<file path="src/verilog/adc_clk_pkg.sv">
// Purpose: Shared constants and types for the sample-clock divider and
//          power-mode controller.
// Assumes: Register indices times four give the APB byte address.
// Notes:   Field positions and reset values live here only.
package adc_clk_pkg;

    // Register indices; the APB byte address is four times the index.
    localparam logic [11:0] IDX_SOFT_PD    = 12'h03f;
    localparam logic [11:0] IDX_PIN_FUNC   = 12'h040;
    localparam logic [11:0] IDX_CLK_DIV    = 12'h108;
    localparam logic [11:0] IDX_DIV_PRESET = 12'h109;
    localparam logic [11:0] IDX_STATUS     = 12'h10a;
    localparam logic [11:0] IDX_DCS        = 12'h11c;
    localparam logic [11:0] IDX_LINK_CTRL  = 12'h571;

    // Field positions.
    localparam int DIV_SEL_LSB   = 0;
    localparam int PRESET_LSB    = 0;
    localparam int DCS_EN_BIT    = 0;
    localparam int SOFT_PD_BIT   = 0;
    localparam int PIN_STBY_BIT  = 0;
    localparam int K_SEL_BIT     = 7;
    localparam int ST_SEL_LSB    = 0;
    localparam int ST_MODE_LSB   = 2;
    localparam int ST_LINK_BIT   = 4;
    localparam int ST_CNT_LSB    = 5;

    // Reset values.
    localparam logic [1:0] RST_DIV_SEL  = 2'h0;
    localparam logic [2:0] RST_PRESET   = 3'h0;
    localparam logic       RST_DCS_EN   = 1'h0;
    localparam logic       RST_SOFT_PD  = 1'h0;
    localparam logic       RST_PIN_STBY = 1'h0;
    localparam logic       RST_K_SEL    = 1'h0;

    // Widths and link coding.
    localparam int         SAMPLE_W   = 16;
    localparam logic [7:0] K_CHAR     = 8'hbc;
    localparam int         PERIOD_W   = 8;

    typedef enum logic [1:0] {
        PM_ACTIVE,
        PM_STANDBY,
        PM_POWER_DOWN
    } power_mode_t;

    typedef struct packed {
        logic                valid;
        logic [1:0]          ctrl_k;
        logic [SAMPLE_W-1:0] data;
    } link_word_t;

endpackage : adc_clk_pkg

</file>
<file path="src/verilog/duty_regen.sv">
// Purpose: Regenerates a fifty-percent clock from the divided rising edges.
// Assumes: Input rising edges arrive as one-cycle pulses on pclk.
// Notes:   The high time is half the measured input period times the ratio.
`timescale 1ns/1ps
module duty_regen #(
    parameter int CNT_W = adc_clk_pkg::PERIOD_W
) (
    // Clock and reset.
    input  wire logic             pclk,
    input  wire logic             presetn,
    // Edge pulses and ratio.
    input  wire logic             in_rise,
    input  wire logic             div_rise,
    input  wire logic [1:0]       ratio_sel,
    // Regenerated level.
    output logic                  high_ff
);
    logic [CNT_W-1:0] per_cnt_ff;
    logic [CNT_W-1:0] period_ff;
    logic [CNT_W-1:0] run_ff;
    logic [CNT_W-1:0] half;
    logic [CNT_W-1:0] nxt_per_cnt;

    // Half of the input period scaled by the ratio.
    assign half = CNT_W'((period_ff << ratio_sel) >> 1);
    assign nxt_per_cnt = in_rise ? CNT_W'(1) : per_cnt_ff + CNT_W'(1);

    always_ff @(posedge pclk or negedge presetn)
    begin
        if (!presetn)
        begin
            per_cnt_ff <= '0;
            period_ff  <= '0;
        end
        else
        begin
            per_cnt_ff <= nxt_per_cnt;
            if (in_rise)
                period_ff <= per_cnt_ff;
        end
    end

    always_ff @(posedge pclk or negedge presetn)
    begin
        if (!presetn)
        begin
            high_ff <= 1'b0;
            run_ff  <= '0;
        end
        else if (div_rise)
        begin
            high_ff <= 1'b1;
            run_ff  <= CNT_W'(1);
        end
        else
        begin
            run_ff <= run_ff + CNT_W'(1);
            if (run_ff >= half)
                high_ff <= 1'b0;
        end
    end

    property p_high_len;
        @(posedge pclk) disable iff (!presetn)
        (high_ff && !div_rise && run_ff < half) |=> high_ff;
    endproperty
    a_high_len: assert property (p_high_len)
        else $error("Regenerated clock fell before half period.");

endmodule : duty_regen

</file>
<file path="src/verilog/adc_clk_ctrl.sv">
// Purpose: Clock divider, stabiliser and power modes behind APB.
// Assumes: clk_in, sysref and power_mode_pin are synchronous to pclk.
// Notes:   The rules below are listed here only; the logic carries no tags.
// Operation
// - Divide input clock by one, two, four, eight.
// - Valid sync event presets divider to programmed state.
// - Divided clock to core has fifty-percent duty; here divide-by-one keeps the clk_in duty unless the stabiliser is on.
// - Register bit enables the duty-cycle stabiliser.
// - Pin defaults to power-down, standby by configuration.
// - Power-mode pin is active high.
// - Power-down drops the serial link.
// - Power-down also selectable from two registers; here only the soft power-down register.
// - Standby keeps link up, sends zero samples.
// - Config bit sends control characters in standby.
// - Samples taken on divided clock rising edge.
//
// Chosen here: the register offsets and register access over APB.
`timescale 1ns/1ps
module adc_clk_ctrl (
    // Clock and reset.
    input  wire logic                  pclk,
    input  wire logic                  presetn,
    // APB slave.
    input  wire logic                  psel,
    input  wire logic                  penable,
    input  wire logic                  pwrite,
    input  wire logic [15:0]           paddr,
    input  wire logic [31:0]           pwdata,
    output logic                       pready,
    output logic [31:0]                prdata,
    output logic                       pslverr,
    // Clock, sync and power pins.
    input  wire logic                  clk_in,
    input  wire logic                  sysref,
    input  wire logic                  power_mode_pin,
    // Converter side.
    input  wire logic [adc_clk_pkg::SAMPLE_W-1:0] adc_sample,
    output logic                       sample_clk,
    output logic                       sample_take,
    // Serial link side.
    output logic                       link_up,
    output adc_clk_pkg::link_word_t    link_word
);
    // Registers.
    logic [1:0]               div_sel_ff;
    logic [2:0]               preset_ff;
    logic                     dcs_en_ff;
    logic                     soft_pd_ff;
    logic                     pin_stby_ff;
    logic                     k_sel_ff;
    logic                     pready_ff;
    logic [31:0]              prdata_ff;
    logic                     pslverr_ff;
    // Divider, power-mode and link state.
    logic                     clk_in_q_ff;
    logic                     sysref_q_ff;
    logic [2:0]               cnt_ff;
    logic [1:0]               act_sel_ff;
    logic                     div_q_ff;
    logic                     sample_clk_ff;
    logic                     sample_take_ff;
    adc_clk_pkg::power_mode_t mode_ff;
    logic                     link_up_ff;
    adc_clk_pkg::link_word_t  link_word_ff;
    // Combinational terms.
    logic [11:0]              idx;
    logic                     setup;
    logic                     wr_en;
    logic                     hit;
    logic [31:0]              rd_mux;
    logic [31:0]              status_word;
    logic                     in_rise;
    logic                     sysref_rise;
    logic                     pd;
    logic                     div_reset;
    logic                     div_lvl;
    logic                     div_rise;
    logic                     regen_high;
    adc_clk_pkg::power_mode_t nxt_mode;
    logic [2:0]               nxt_cnt;
    adc_clk_pkg::link_word_t  nxt_link_word;

    // Register decode.
    assign idx   = paddr[13:2];
    assign setup = psel && !penable;
    assign wr_en = psel && penable && pwrite;
    assign hit   = (idx == adc_clk_pkg::IDX_SOFT_PD)
                || (idx == adc_clk_pkg::IDX_PIN_FUNC)
                || (idx == adc_clk_pkg::IDX_CLK_DIV)
                || (idx == adc_clk_pkg::IDX_DIV_PRESET)
                || (idx == adc_clk_pkg::IDX_STATUS)
                || (idx == adc_clk_pkg::IDX_DCS)
                || (idx == adc_clk_pkg::IDX_LINK_CTRL);

    assign status_word =
        (32'(act_sel_ff) << adc_clk_pkg::ST_SEL_LSB)
      | (32'(mode_ff)    << adc_clk_pkg::ST_MODE_LSB)
      | (32'(link_up_ff) << adc_clk_pkg::ST_LINK_BIT)
      | (32'(cnt_ff)     << adc_clk_pkg::ST_CNT_LSB);

    assign rd_mux =
        (idx == adc_clk_pkg::IDX_SOFT_PD)
            ? 32'(soft_pd_ff) << adc_clk_pkg::SOFT_PD_BIT
      : (idx == adc_clk_pkg::IDX_PIN_FUNC)
            ? 32'(pin_stby_ff) << adc_clk_pkg::PIN_STBY_BIT
      : (idx == adc_clk_pkg::IDX_CLK_DIV)
            ? 32'(div_sel_ff) << adc_clk_pkg::DIV_SEL_LSB
      : (idx == adc_clk_pkg::IDX_DIV_PRESET)
            ? 32'(preset_ff) << adc_clk_pkg::PRESET_LSB
      : (idx == adc_clk_pkg::IDX_STATUS)
            ? status_word
      : (idx == adc_clk_pkg::IDX_DCS)
            ? 32'(dcs_en_ff) << adc_clk_pkg::DCS_EN_BIT
      : (idx == adc_clk_pkg::IDX_LINK_CTRL)
            ? 32'(k_sel_ff) << adc_clk_pkg::K_SEL_BIT
      : 32'h0000_0000;

    // Read data and error are set up in the setup cycle, so the access
    // phase answers at once with no wait states.
    always_ff @(posedge pclk or negedge presetn)
    begin
        if (!presetn)
        begin
            pready_ff  <= 1'b0;
            prdata_ff  <= 32'h0000_0000;
            pslverr_ff <= 1'b0;
        end
        else
        begin
            pready_ff <= 1'b1;
            if (setup)
            begin
                prdata_ff  <= pwrite ? 32'h0000_0000 : rd_mux;
                pslverr_ff <= !hit;
            end
        end
    end

    always_ff @(posedge pclk or negedge presetn)
    begin
        if (!presetn)
        begin
            div_sel_ff  <= adc_clk_pkg::RST_DIV_SEL;
            preset_ff   <= adc_clk_pkg::RST_PRESET;
            dcs_en_ff   <= adc_clk_pkg::RST_DCS_EN;
            soft_pd_ff  <= adc_clk_pkg::RST_SOFT_PD;
            pin_stby_ff <= adc_clk_pkg::RST_PIN_STBY;
            k_sel_ff    <= adc_clk_pkg::RST_K_SEL;
        end
        else if (wr_en)
        begin
            if (idx == adc_clk_pkg::IDX_CLK_DIV)
                div_sel_ff <= pwdata[adc_clk_pkg::DIV_SEL_LSB +: 2];
            if (idx == adc_clk_pkg::IDX_DIV_PRESET)
                preset_ff <= pwdata[adc_clk_pkg::PRESET_LSB +: 3];
            if (idx == adc_clk_pkg::IDX_DCS)
                dcs_en_ff <= pwdata[adc_clk_pkg::DCS_EN_BIT];
            if (idx == adc_clk_pkg::IDX_SOFT_PD)
                soft_pd_ff <= pwdata[adc_clk_pkg::SOFT_PD_BIT];
            if (idx == adc_clk_pkg::IDX_PIN_FUNC)
                pin_stby_ff <= pwdata[adc_clk_pkg::PIN_STBY_BIT];
            if (idx == adc_clk_pkg::IDX_LINK_CTRL)
                k_sel_ff <= pwdata[adc_clk_pkg::K_SEL_BIT];
        end
    end

    // Power mode: the pin selects power-down or standby by its function
    // bit; the register power-down overrides everything.
    assign nxt_mode =
        soft_pd_ff                       ? adc_clk_pkg::PM_POWER_DOWN
      : (power_mode_pin && !pin_stby_ff) ? adc_clk_pkg::PM_POWER_DOWN
      : power_mode_pin                   ? adc_clk_pkg::PM_STANDBY
      : adc_clk_pkg::PM_ACTIVE;

    assign pd = (mode_ff == adc_clk_pkg::PM_POWER_DOWN);

    // Divider: sync event or power-down loads the preset and the ratio.
    assign in_rise     = clk_in && !clk_in_q_ff;
    assign sysref_rise = sysref && !sysref_q_ff;
    assign div_reset   = pd || sysref_rise;
    assign nxt_cnt     = in_rise ? cnt_ff + 3'h1 : cnt_ff;
    assign div_lvl     = (act_sel_ff == 2'h0) ? clk_in
                       : cnt_ff[act_sel_ff - 2'h1];
    assign div_rise    = div_lvl && !div_q_ff && !pd;

    always_ff @(posedge pclk or negedge presetn)
    begin
        if (!presetn)
        begin
            clk_in_q_ff <= 1'b0;
            sysref_q_ff <= 1'b0;
            div_q_ff    <= 1'b0;
            mode_ff     <= adc_clk_pkg::PM_ACTIVE;
        end
        else
        begin
            clk_in_q_ff <= clk_in;
            sysref_q_ff <= sysref;
            div_q_ff    <= div_lvl;
            mode_ff     <= nxt_mode;
        end
    end

    always_ff @(posedge pclk or negedge presetn)
    begin
        if (!presetn)
        begin
            cnt_ff     <= adc_clk_pkg::RST_PRESET;
            act_sel_ff <= adc_clk_pkg::RST_DIV_SEL;
        end
        else if (div_reset)
        begin
            cnt_ff     <= preset_ff;
            act_sel_ff <= div_sel_ff;
        end
        else
        begin
            cnt_ff <= nxt_cnt;
        end
    end

    duty_regen #(
        .CNT_W     (adc_clk_pkg::PERIOD_W)
    ) u_regen (
        .pclk      (pclk),
        .presetn   (presetn),
        .in_rise   (in_rise),
        .div_rise  (div_rise),
        .ratio_sel (act_sel_ff),
        .high_ff   (regen_high)
    );

    // Stabiliser on: regenerated half-period clock; off: the divider.
    always_ff @(posedge pclk or negedge presetn)
    begin
        if (!presetn)
        begin
            sample_clk_ff  <= 1'b0;
            sample_take_ff <= 1'b0;
        end
        else
        begin
            sample_clk_ff  <= !pd && (dcs_en_ff ? regen_high
                                                : div_lvl);
            sample_take_ff <= div_rise;
        end
    end

    // Link word: real samples when active, zeros or control characters
    // in standby, nothing in power-down.
    always_comb
    begin
        nxt_link_word = '0;
        if (sample_take_ff && !pd)
        begin
            nxt_link_word.valid = 1'b1;
            if (mode_ff == adc_clk_pkg::PM_STANDBY && k_sel_ff)
            begin
                nxt_link_word.ctrl_k = 2'h3;
                nxt_link_word.data = {adc_clk_pkg::K_CHAR,
                                      adc_clk_pkg::K_CHAR};
            end
            else if (mode_ff == adc_clk_pkg::PM_STANDBY)
                nxt_link_word.data = '0;
            else
                nxt_link_word.data = adc_sample;
        end
    end

    always_ff @(posedge pclk or negedge presetn)
    begin
        if (!presetn)
        begin
            link_up_ff   <= 1'b0;
            link_word_ff <= '0;
        end
        else
        begin
            link_up_ff   <= !pd;
            link_word_ff <= nxt_link_word;
        end
    end

    assign pready      = pready_ff;
    assign prdata      = prdata_ff;
    assign pslverr     = pslverr_ff;
    assign sample_clk  = sample_clk_ff;
    assign sample_take = sample_take_ff;
    assign link_up     = link_up_ff;
    assign link_word   = link_word_ff;

    property p_sync_preset;
        @(posedge pclk) disable iff (!presetn)
        (sysref_rise && !pd) |=> (cnt_ff == $past(preset_ff))
                                 && (act_sel_ff == $past(div_sel_ff));
    endproperty
    a_sync_preset: assert property (p_sync_preset)
        else $error("Divider not preset on sync event.");

    property p_ratio_hold;
        @(posedge pclk) disable iff (!presetn)
        (!div_reset) |=> $stable(act_sel_ff);
    endproperty
    a_ratio_hold: assert property (p_ratio_hold)
        else $error("Ratio changed without divider reset.");

    property p_count;
        @(posedge pclk) disable iff (!presetn)
        (in_rise && !div_reset) |=> cnt_ff == $past(cnt_ff) + 3'h1;
    endproperty
    a_count: assert property (p_count)
        else $error("Divider did not count an input edge.");

    property p_take;
        @(posedge pclk) disable iff (!presetn)
        div_rise |=> sample_take_ff ##1 !sample_take_ff || div_rise;
    endproperty
    a_take: assert property (p_take)
        else $error("Sample not taken on divided rising edge.");

    property p_pd_link;
        @(posedge pclk) disable iff (!presetn)
        pd |=> !link_up_ff && !link_word_ff.valid;
    endproperty
    a_pd_link: assert property (p_pd_link)
        else $error("Link alive during power-down.");

    property p_pin_pd;
        @(posedge pclk) disable iff (!presetn)
        (power_mode_pin && !pin_stby_ff) |=>
            mode_ff == adc_clk_pkg::PM_POWER_DOWN ##1 !link_up_ff;
    endproperty
    a_pin_pd: assert property (p_pin_pd)
        else $error("Pin did not select power-down.");

    property p_soft_pd;
        @(posedge pclk) disable iff (!presetn)
        soft_pd_ff |=> mode_ff == adc_clk_pkg::PM_POWER_DOWN;
    endproperty
    a_soft_pd: assert property (p_soft_pd)
        else $error("Register power-down ignored.");

    property p_stby_zero;
        @(posedge pclk) disable iff (!presetn)
        (sample_take_ff && mode_ff == adc_clk_pkg::PM_STANDBY
         && !k_sel_ff) |=> link_word_ff.valid && link_word_ff.data == '0
                           && link_up_ff;
    endproperty
    a_stby_zero: assert property (p_stby_zero)
        else $error("Standby sample not zero.");

    property p_stby_k;
        @(posedge pclk) disable iff (!presetn)
        (sample_take_ff && mode_ff == adc_clk_pkg::PM_STANDBY
         && k_sel_ff) |=> link_word_ff.ctrl_k == 2'h3;
    endproperty
    a_stby_k: assert property (p_stby_k)
        else $error("Standby did not send control characters.");

    c_sync: cover property (@(posedge pclk) disable iff (!presetn)
        sysref_rise && !pd);
    c_stby_k: cover property (@(posedge pclk) disable iff (!presetn)
        link_word_ff.valid && link_word_ff.ctrl_k == 2'h3);
    c_pd: cover property (@(posedge pclk) disable iff (!presetn)
        $fell(link_up_ff));

endmodule : adc_clk_ctrl

</file>
<file path="config.mk">
export PLATFORM = sky130hd
export DESIGN_NAME = adc_clk_ctrl
export DESIGN_NICKNAME = d
export VERILOG_FILES = /design/src/verilog/adc_clk_pkg.sv /design/src/verilog/duty_regen.sv /design/src/verilog/adc_clk_ctrl.sv
export SDC_FILE = /design/constraint.sdc
export NUM_CORES = 1
export LEC_CHECK = 0
export BUFFER_PORTS_ARGS = -buffer_cell sky130_fd_sc_hd__buf_2
export CAP_MARGIN = 25
export CORE_MARGIN = 2
export CORE_UTILIZATION = 40
export CTS_BUF_LIST = sky130_fd_sc_hd__clkbuf_8
export DETAILED_ROUTE_END_ITERATION = 16
export GPL_ROUTABILITY_DRIVEN = 1
export PLACE_DENSITY = 0.69
export SETUP_SLACK_MARGIN = 0.15
export SLEW_MARGIN = 0
export SYNTH_ARGS = -nofsm -noshare
export SYNTH_HDL_FRONTEND = slang
export SYNTH_HIERARCHICAL = 1
export SYNTH_SLANG_ARGS = --single-unit
</file>
<file path="constraint.sdc">
create_clock -name pclk -period 2 [get_ports pclk]
set_input_delay 0.1 -clock pclk [delete_from_list [all_inputs] [get_ports pclk]]
set_output_delay 0.1 -clock pclk [all_outputs]
set_load 0.005 [all_outputs]
</file>
=== Yosys cells after proc, flatten, opt, wreduce, memory -nomap -nowiden ===
Cells that the tools add are included.

* Bitwise gates (word level): 3
* Multiplexer cells: 25
* Reductions and logical operators: 34
* Add/subtract/negate cells: 4
* Equal/unequal tests: 9
* Order comparisons: 2
* Shifts and indexed selects: 1

{| class="wikitable"
|+ Operators by type and width
! operator !! count
|-
| $mux 8 || 10
|-
| $eq 12x9->1 const B || 4
|-
| $mux 16 || 2
|-
| $mux 19 || 1
|-
| $add 8x1->8 const B || 2
|-
| $eq 12x11->1 const B || 1
|-
| $eq 12x6->1 const B || 1
|-
| $eq 12x7->1 const B || 1
|-
| $reduce_and 2->1 || 6
|-
| $logic_and 1x1->1 || 11
|-
| $ge 8x7->1 || 1
|-
| $or 5x8->8 || 1
|-
| $shl 8x2->8 || 1
|-
| $logic_not 1->1 || 7
|-
| $logic_or 1x1->1 || 7
|-
| $mux 1 || 6
|-
| $mux 2 || 3
|-
| $mux 3 || 2
|-
| $or 4x5->5 || 1
|-
| $or 2x4->4 || 1
|-
| $reduce_bool 2->1 || 2
|-
| $add 3x1->3 const B || 1
|-
| $lt 2x3->1 const B || 1
|-
| $bmux 1 s2 || 1
|-
| other kinds (4) || 4
|}

* Register bits after elaboration: 100

=== Logic depth before layout (Yosys ltp) ===
* Depth in word-level cells: 9
* Gate-level depth with buffers: 9
* Gate-level depth less buffers: 8

=== By module ===
Netlist, hierarchy kept.

{| class="wikitable"
|+ Modules (own cells, without submodules)
! module !! cells each !! area each (sq um) !! seq. area each (sq um) !! instances
|-
| adc_clk_ctrl || 218 || 2419.8 || 1251.2 || 1
|-
| duty_regen || 119 || 1328.8 || 625.6 || 1
|}

=== Worst setup path after synthesis ===
OpenSTA, ideal clock, no wires.

* Path kind: reg2reg
* Start: register act_sel_ff[0]
* End: register u_regen.high_ff
* Arrival time: 1.848 ns
* Library setup time: 0.092 ns
* Clock period less this slack: 1.939 ns
* Stages on the path, launching flop included: 9
* Slack: 0.061 ns
* Cells stage by stage: dfrtp_1 > buf_2 > mux2i_1 > nor2_1 > ha_1 > nand2b_4 > a2111oi_4 > nor3_1 > o31ai_2

* Longest elaborated chain between the ends: 7

{| class="wikitable"
|+ Ends and longest elaborated chain
! what !! line !! RTL
|-
| start, declared || adc_clk_ctrl.sv:58 || <nowiki>logic [1:0] act_sel_ff;</nowiki>
|-
| start signal, assigned || adc_clk_ctrl.sv:209 || <nowiki>act_sel_ff <= adc_clk_pkg::RST_DIV_SEL;</nowiki>
|-
| start signal, assigned || adc_clk_ctrl.sv:214 || <nowiki>act_sel_ff <= div_sel_ff;</nowiki>
|-
| $sub 2x1->2 || adc_clk_ctrl.sv:183 || <nowiki>: cnt_ff[act_sel_ff - 2'h1];</nowiki>
|-
| $bmux 1 s2 || adc_clk_ctrl.sv:183 ||
|-
| $mux 1 (implied by the code) || adc_clk_ctrl.sv:183 ||
|-
| $mux 1 || adc_clk_ctrl.sv:182 || <nowiki>assign div_lvl = (act_sel_ff == 2'h0) ? clk_in</nowiki>
|-
| $logic_and 1x1->1 (2 in a row) || adc_clk_ctrl.sv:184 || <nowiki>assign div_rise = div_lvl && !div_q_ff && !pd;</nowiki>
|-
| $mux 1 / $reduce_bool 2->1 (equally long branches) || - ||
|-
| end signal, assigned || duty_regen.sv:47 || <nowiki>high_ff <= 1'b0;</nowiki>
|-
| end signal, assigned || duty_regen.sv:52 || <nowiki>high_ff <= 1'b1;</nowiki>
|-
| end signal, assigned || duty_regen.sv:59 || <nowiki>high_ff <= 1'b0;</nowiki>
|-
| end, declared || duty_regen.sv:16 || <nowiki>output logic high_ff</nowiki>
|}

Several ways; a longest one is shown, not always the timed one. The select of a mux whose other input is x is not followed.
A chain may end at the register's enable or synchronous reset.

=== Final worst setup path ===
Ends and elaborated chain as after synthesis.

==> reports/metrics.yaml <==
hold_viol_final: 0
vias: 2804
grt_overflow: 0
setup_viol: 0
multi_input_area_mm2: 0.00174
dieArea_mm2: 0.0102
maxSlewViolCount: 0
finalClockSkew_ns: 0.0124
synth_area_leader_cell: "dfrtp_1"
p_per_area_mw_per_mm2: 774
cts-htree-levels: 3
status: "finished clean"
cts_tree: "built"
grt_usage_pct: 15.2
place_congestion: 0.831
syn_area_per_cell_um2: 11.1
fp.dieW_um: 101
ys_warn_count: 6
p_seq_share_pct: 50.4
drt_pass1_iterations: 5
critPathMaxFanout: 6
combPwrFrac_pct: 21.7
syn-cell-area_mm2: 0.00375
clk_pin_slew_ns: 0.08
cts_buffer_depth: 2
power.switching_w: 0.00108
clk_latency_ns: 0.34
diodes: 0
critical_path_arrival_ns: 2.21
route.detailed.drc: 0
grt_pass1_wl_um: 12300
yosysUniqueCellTypes: 60
stdcell_area_mm2: 0.00463
antenna_found_initial: 0
end_kind: "register"
ant_nets: 0
die_y_um: 101
wl_um: 7510
drv_cap: 0
wire_per_inst_um: 13.5
final_common_cell: "dfrtp_1"
min_period_over_period_pct: 97.8
slew_headroom_pct: 58.4
slowest_delay_ns: 0.38
synthFlopType: "dfrtp_1"
max_slew.worst_pin.slew_ns: 0.620
place_area_mm2: 0.00416
min_path_type: "input port to register"
core.rowCount: 35
leakage_nw: 2.29
port_buffers: 71
post-place-ws_ns: 0.0458
p_int_w: 0.00250
numCtsBuffers: 9
synthTopCellsByArea: "dfrtp_1 (50%), mux2_2 (6.3%), buf_4 (5.0%), ha_1 (3.7%), nor2_1 (2.6%)"
clkPwrFrac_pct: 27.9
fill_cells: 833
async_reset_ff_share_pct: 100
worst_setup_path_start_kind: "register"
clock-sinks: 75
ir_drop_v: 0.000383
synth-seq-cells: 75
syn_inst: 337
synth-edff-count: 0
ff_latch_area_mm2: 0.00188
place_hpwl_um: 5180
grt_pass1_vias: 2758
min_period_ns: 1.96
crit_required_ns: 2.25
critical_path.cell_chain: "buf_6 -> mux2i_4 -> nor2_2 -> ha_1 -> nand2b_4 -> a2111oi_4 -> nor3_2 -> o31ai_2"
max_freq_mhz: 511
vias_per_cell: 5.05
rsz0062_at_grt: "yes"
drive_gt1_share_pct: 32.7
switching_share_pct: 30.2
layout_setup_ws_ns: 0.0447
first_iter_violations: 77
nNetsFinal: 522
start_util_pct: 41.0
synth.top_cell.area_share_pct: 50.1
layout_common_cells: "dfrtp_1 (75), buf_2 (72), conb_1 (25)"
ioPinCount: 128
coreArea_mm2: 0.00915
setup.worst_path.class: "register to register"
finalSetupTns_ns: 0
cts-root-buf: "clkbuf_8"
yosysSeqAreaShare_pct: 50.1
grt_max_degree: 76
syn_to_final_growth_pct: 23.6
crit_slowest_cell: "dfrtp_1"
==> sequential cells by signal, indices dropped and copies added (netlist names), 2 cells and up <==
signal and flops:
act_sel_ff 2, preset_ff 3, div_sel_ff 2, prdata 8, u_regen/period_ff 8, link_word 18, u_regen/per_cnt_ff 8, cnt_ff 3
u_regen/run_ff 8, mode_ff 2
==> cell type report <==
| type | instances | area share (%) |
|---|---|---|
| Inverter | 11 | 0.945 |
| Clock inverter | 7 | 0.972 |
| Clock buffer | 9 | 2.67 |
| Tap cell | 111 | 3.00 |
| Timing Repair Buffer | 103 | 14.3 |
| Multi-Input combinational cell | 239 | 37.6 |
| Sequential cell | 75 | 40.5 |
==> synthesized netlist by cell type, types with 2 or more instances <==
library cell,count
buf_2,4
clkbuf_1,5
nand3_1,13
buf_4,25
o21ai_0,11
nor4_4,2
and3_1,11
mux2i_1,9
ha_1,11
nor2_1,26
xor2_1,9
nand2b_1,4
nor3_1,3
conb_1,2
a21oi_1,14
inv_1,11
nor3b_1,3
a41oi_1,2
mux2_2,21
o21ai_1,2
a22o_1,4
nand2_1,23
dfrtp_1,75
xnor2_1,5
nand4_1,2
nor2b_1,6
==> power groups by stage <==
stage               logic (W)  clock network, W  registers (W)
global route         0.000888           0.00110        0.00183
global placement     0.000673                 0        0.00181
CTS                  0.000756           0.00103        0.00178
floorplan            0.000557                 0        0.00178
detailed placement   0.000702                 0        0.00181
finish               0.000779           0.00100        0.00181
==> kinds of logic (layout without fill, tap and decap cells) <==
family                     count (synthesis)  count (layout)  synth area share (%)
AOI/OAI and AO/OA                         48              48                  9.05
xor gates and xnor gates                  14              14                  3.27
adders and majority gates                 11              11                  3.67
buffers and inverters                     46             130                  7.44
DFF                                       75              75                  50.1
muxes                                     30              30                  8.71
other                                      2              25                 0.200
and+or+nand+nor                          111             111                  17.6
==> timing repair <==
action | 4_1_cts | 5_1_grt
pin swaps | 2 | 3
hold endpoints to repair | 94 | 1
hold buffers | 20 | 1
gates resized for setup | 2 | 13
cloned | 0 | 1
setup endpoints to repair | 1 | 21
setup buffers | 3 | 0
==> metrics by stage <==
stage | utilization [%] | std cells | total power, W | hold slack [ns]
after floorplan | - | 360 | 0.00234 | -0.196
after global placement | 45.5 | 514 | 0.00248 | 0.158
after detailed placement | 45.5 | 514 | 0.00251 | 0.166
after CTS | 49.8 | 553 | 0.00357 | 0.00243
after global routing | 50.6 | 555 | 0.00381 | 0.00308
final | 50.6 | 555 | 0.00359 | 0.0139
==> worst paths after layout <==
| check | slack (ns) | end | start | depth (start not counted) |
|---|---|---|---|---|
| min in group asynchronous | 0.31 | pslverr$_DFFE_PN0P_ | presetn | 3 |
| hold reg to reg | 0.49 | prdata[4]$_DFFE_PN0P_ | link_up$_DFF_PN0_ | 1 |
| setup / recovery | 0.04 | u_regen/high_ff$_DFFE_PN0P_ | act_sel_ff[0]$_DFFE_PN0P_ | 8 |
| hold / removal | 0.01 | link_word[14]$_DFF_PN0_ | adc_sample[14] | 2 |
| max in group asynchronous | 1.38 | u_regen/run_ff[6]$_DFF_PN0_ | presetn | 3 |
| setup reg to reg | 0.04 | u_regen/high_ff$_DFFE_PN0P_ | act_sel_ff[0]$_DFFE_PN0P_ | 8 |
==> metal layers <==
layer  wire (µm)  part of all wire, %  vias up  track usage (%)
li1            -                    -     1334                -
met1        3210                   43     1360             18.1
met2        3780                   50       98             27.1
met3         390                  5.2       12             3.26
met4         136                  1.8        0             5.48
met5           0                    0        -                0
==> critical path: cells and delay by family (launching register included) <==
kind	cells	cell delay [ns]
buf+inv	1	0.16
compound gates	2	0.52
fa+ha+maj	1	0.26
mux	1	0.26
flops	1	0.38
simple gates	3	0.28
Note: power is estimated with default switching activity, not from simulation.
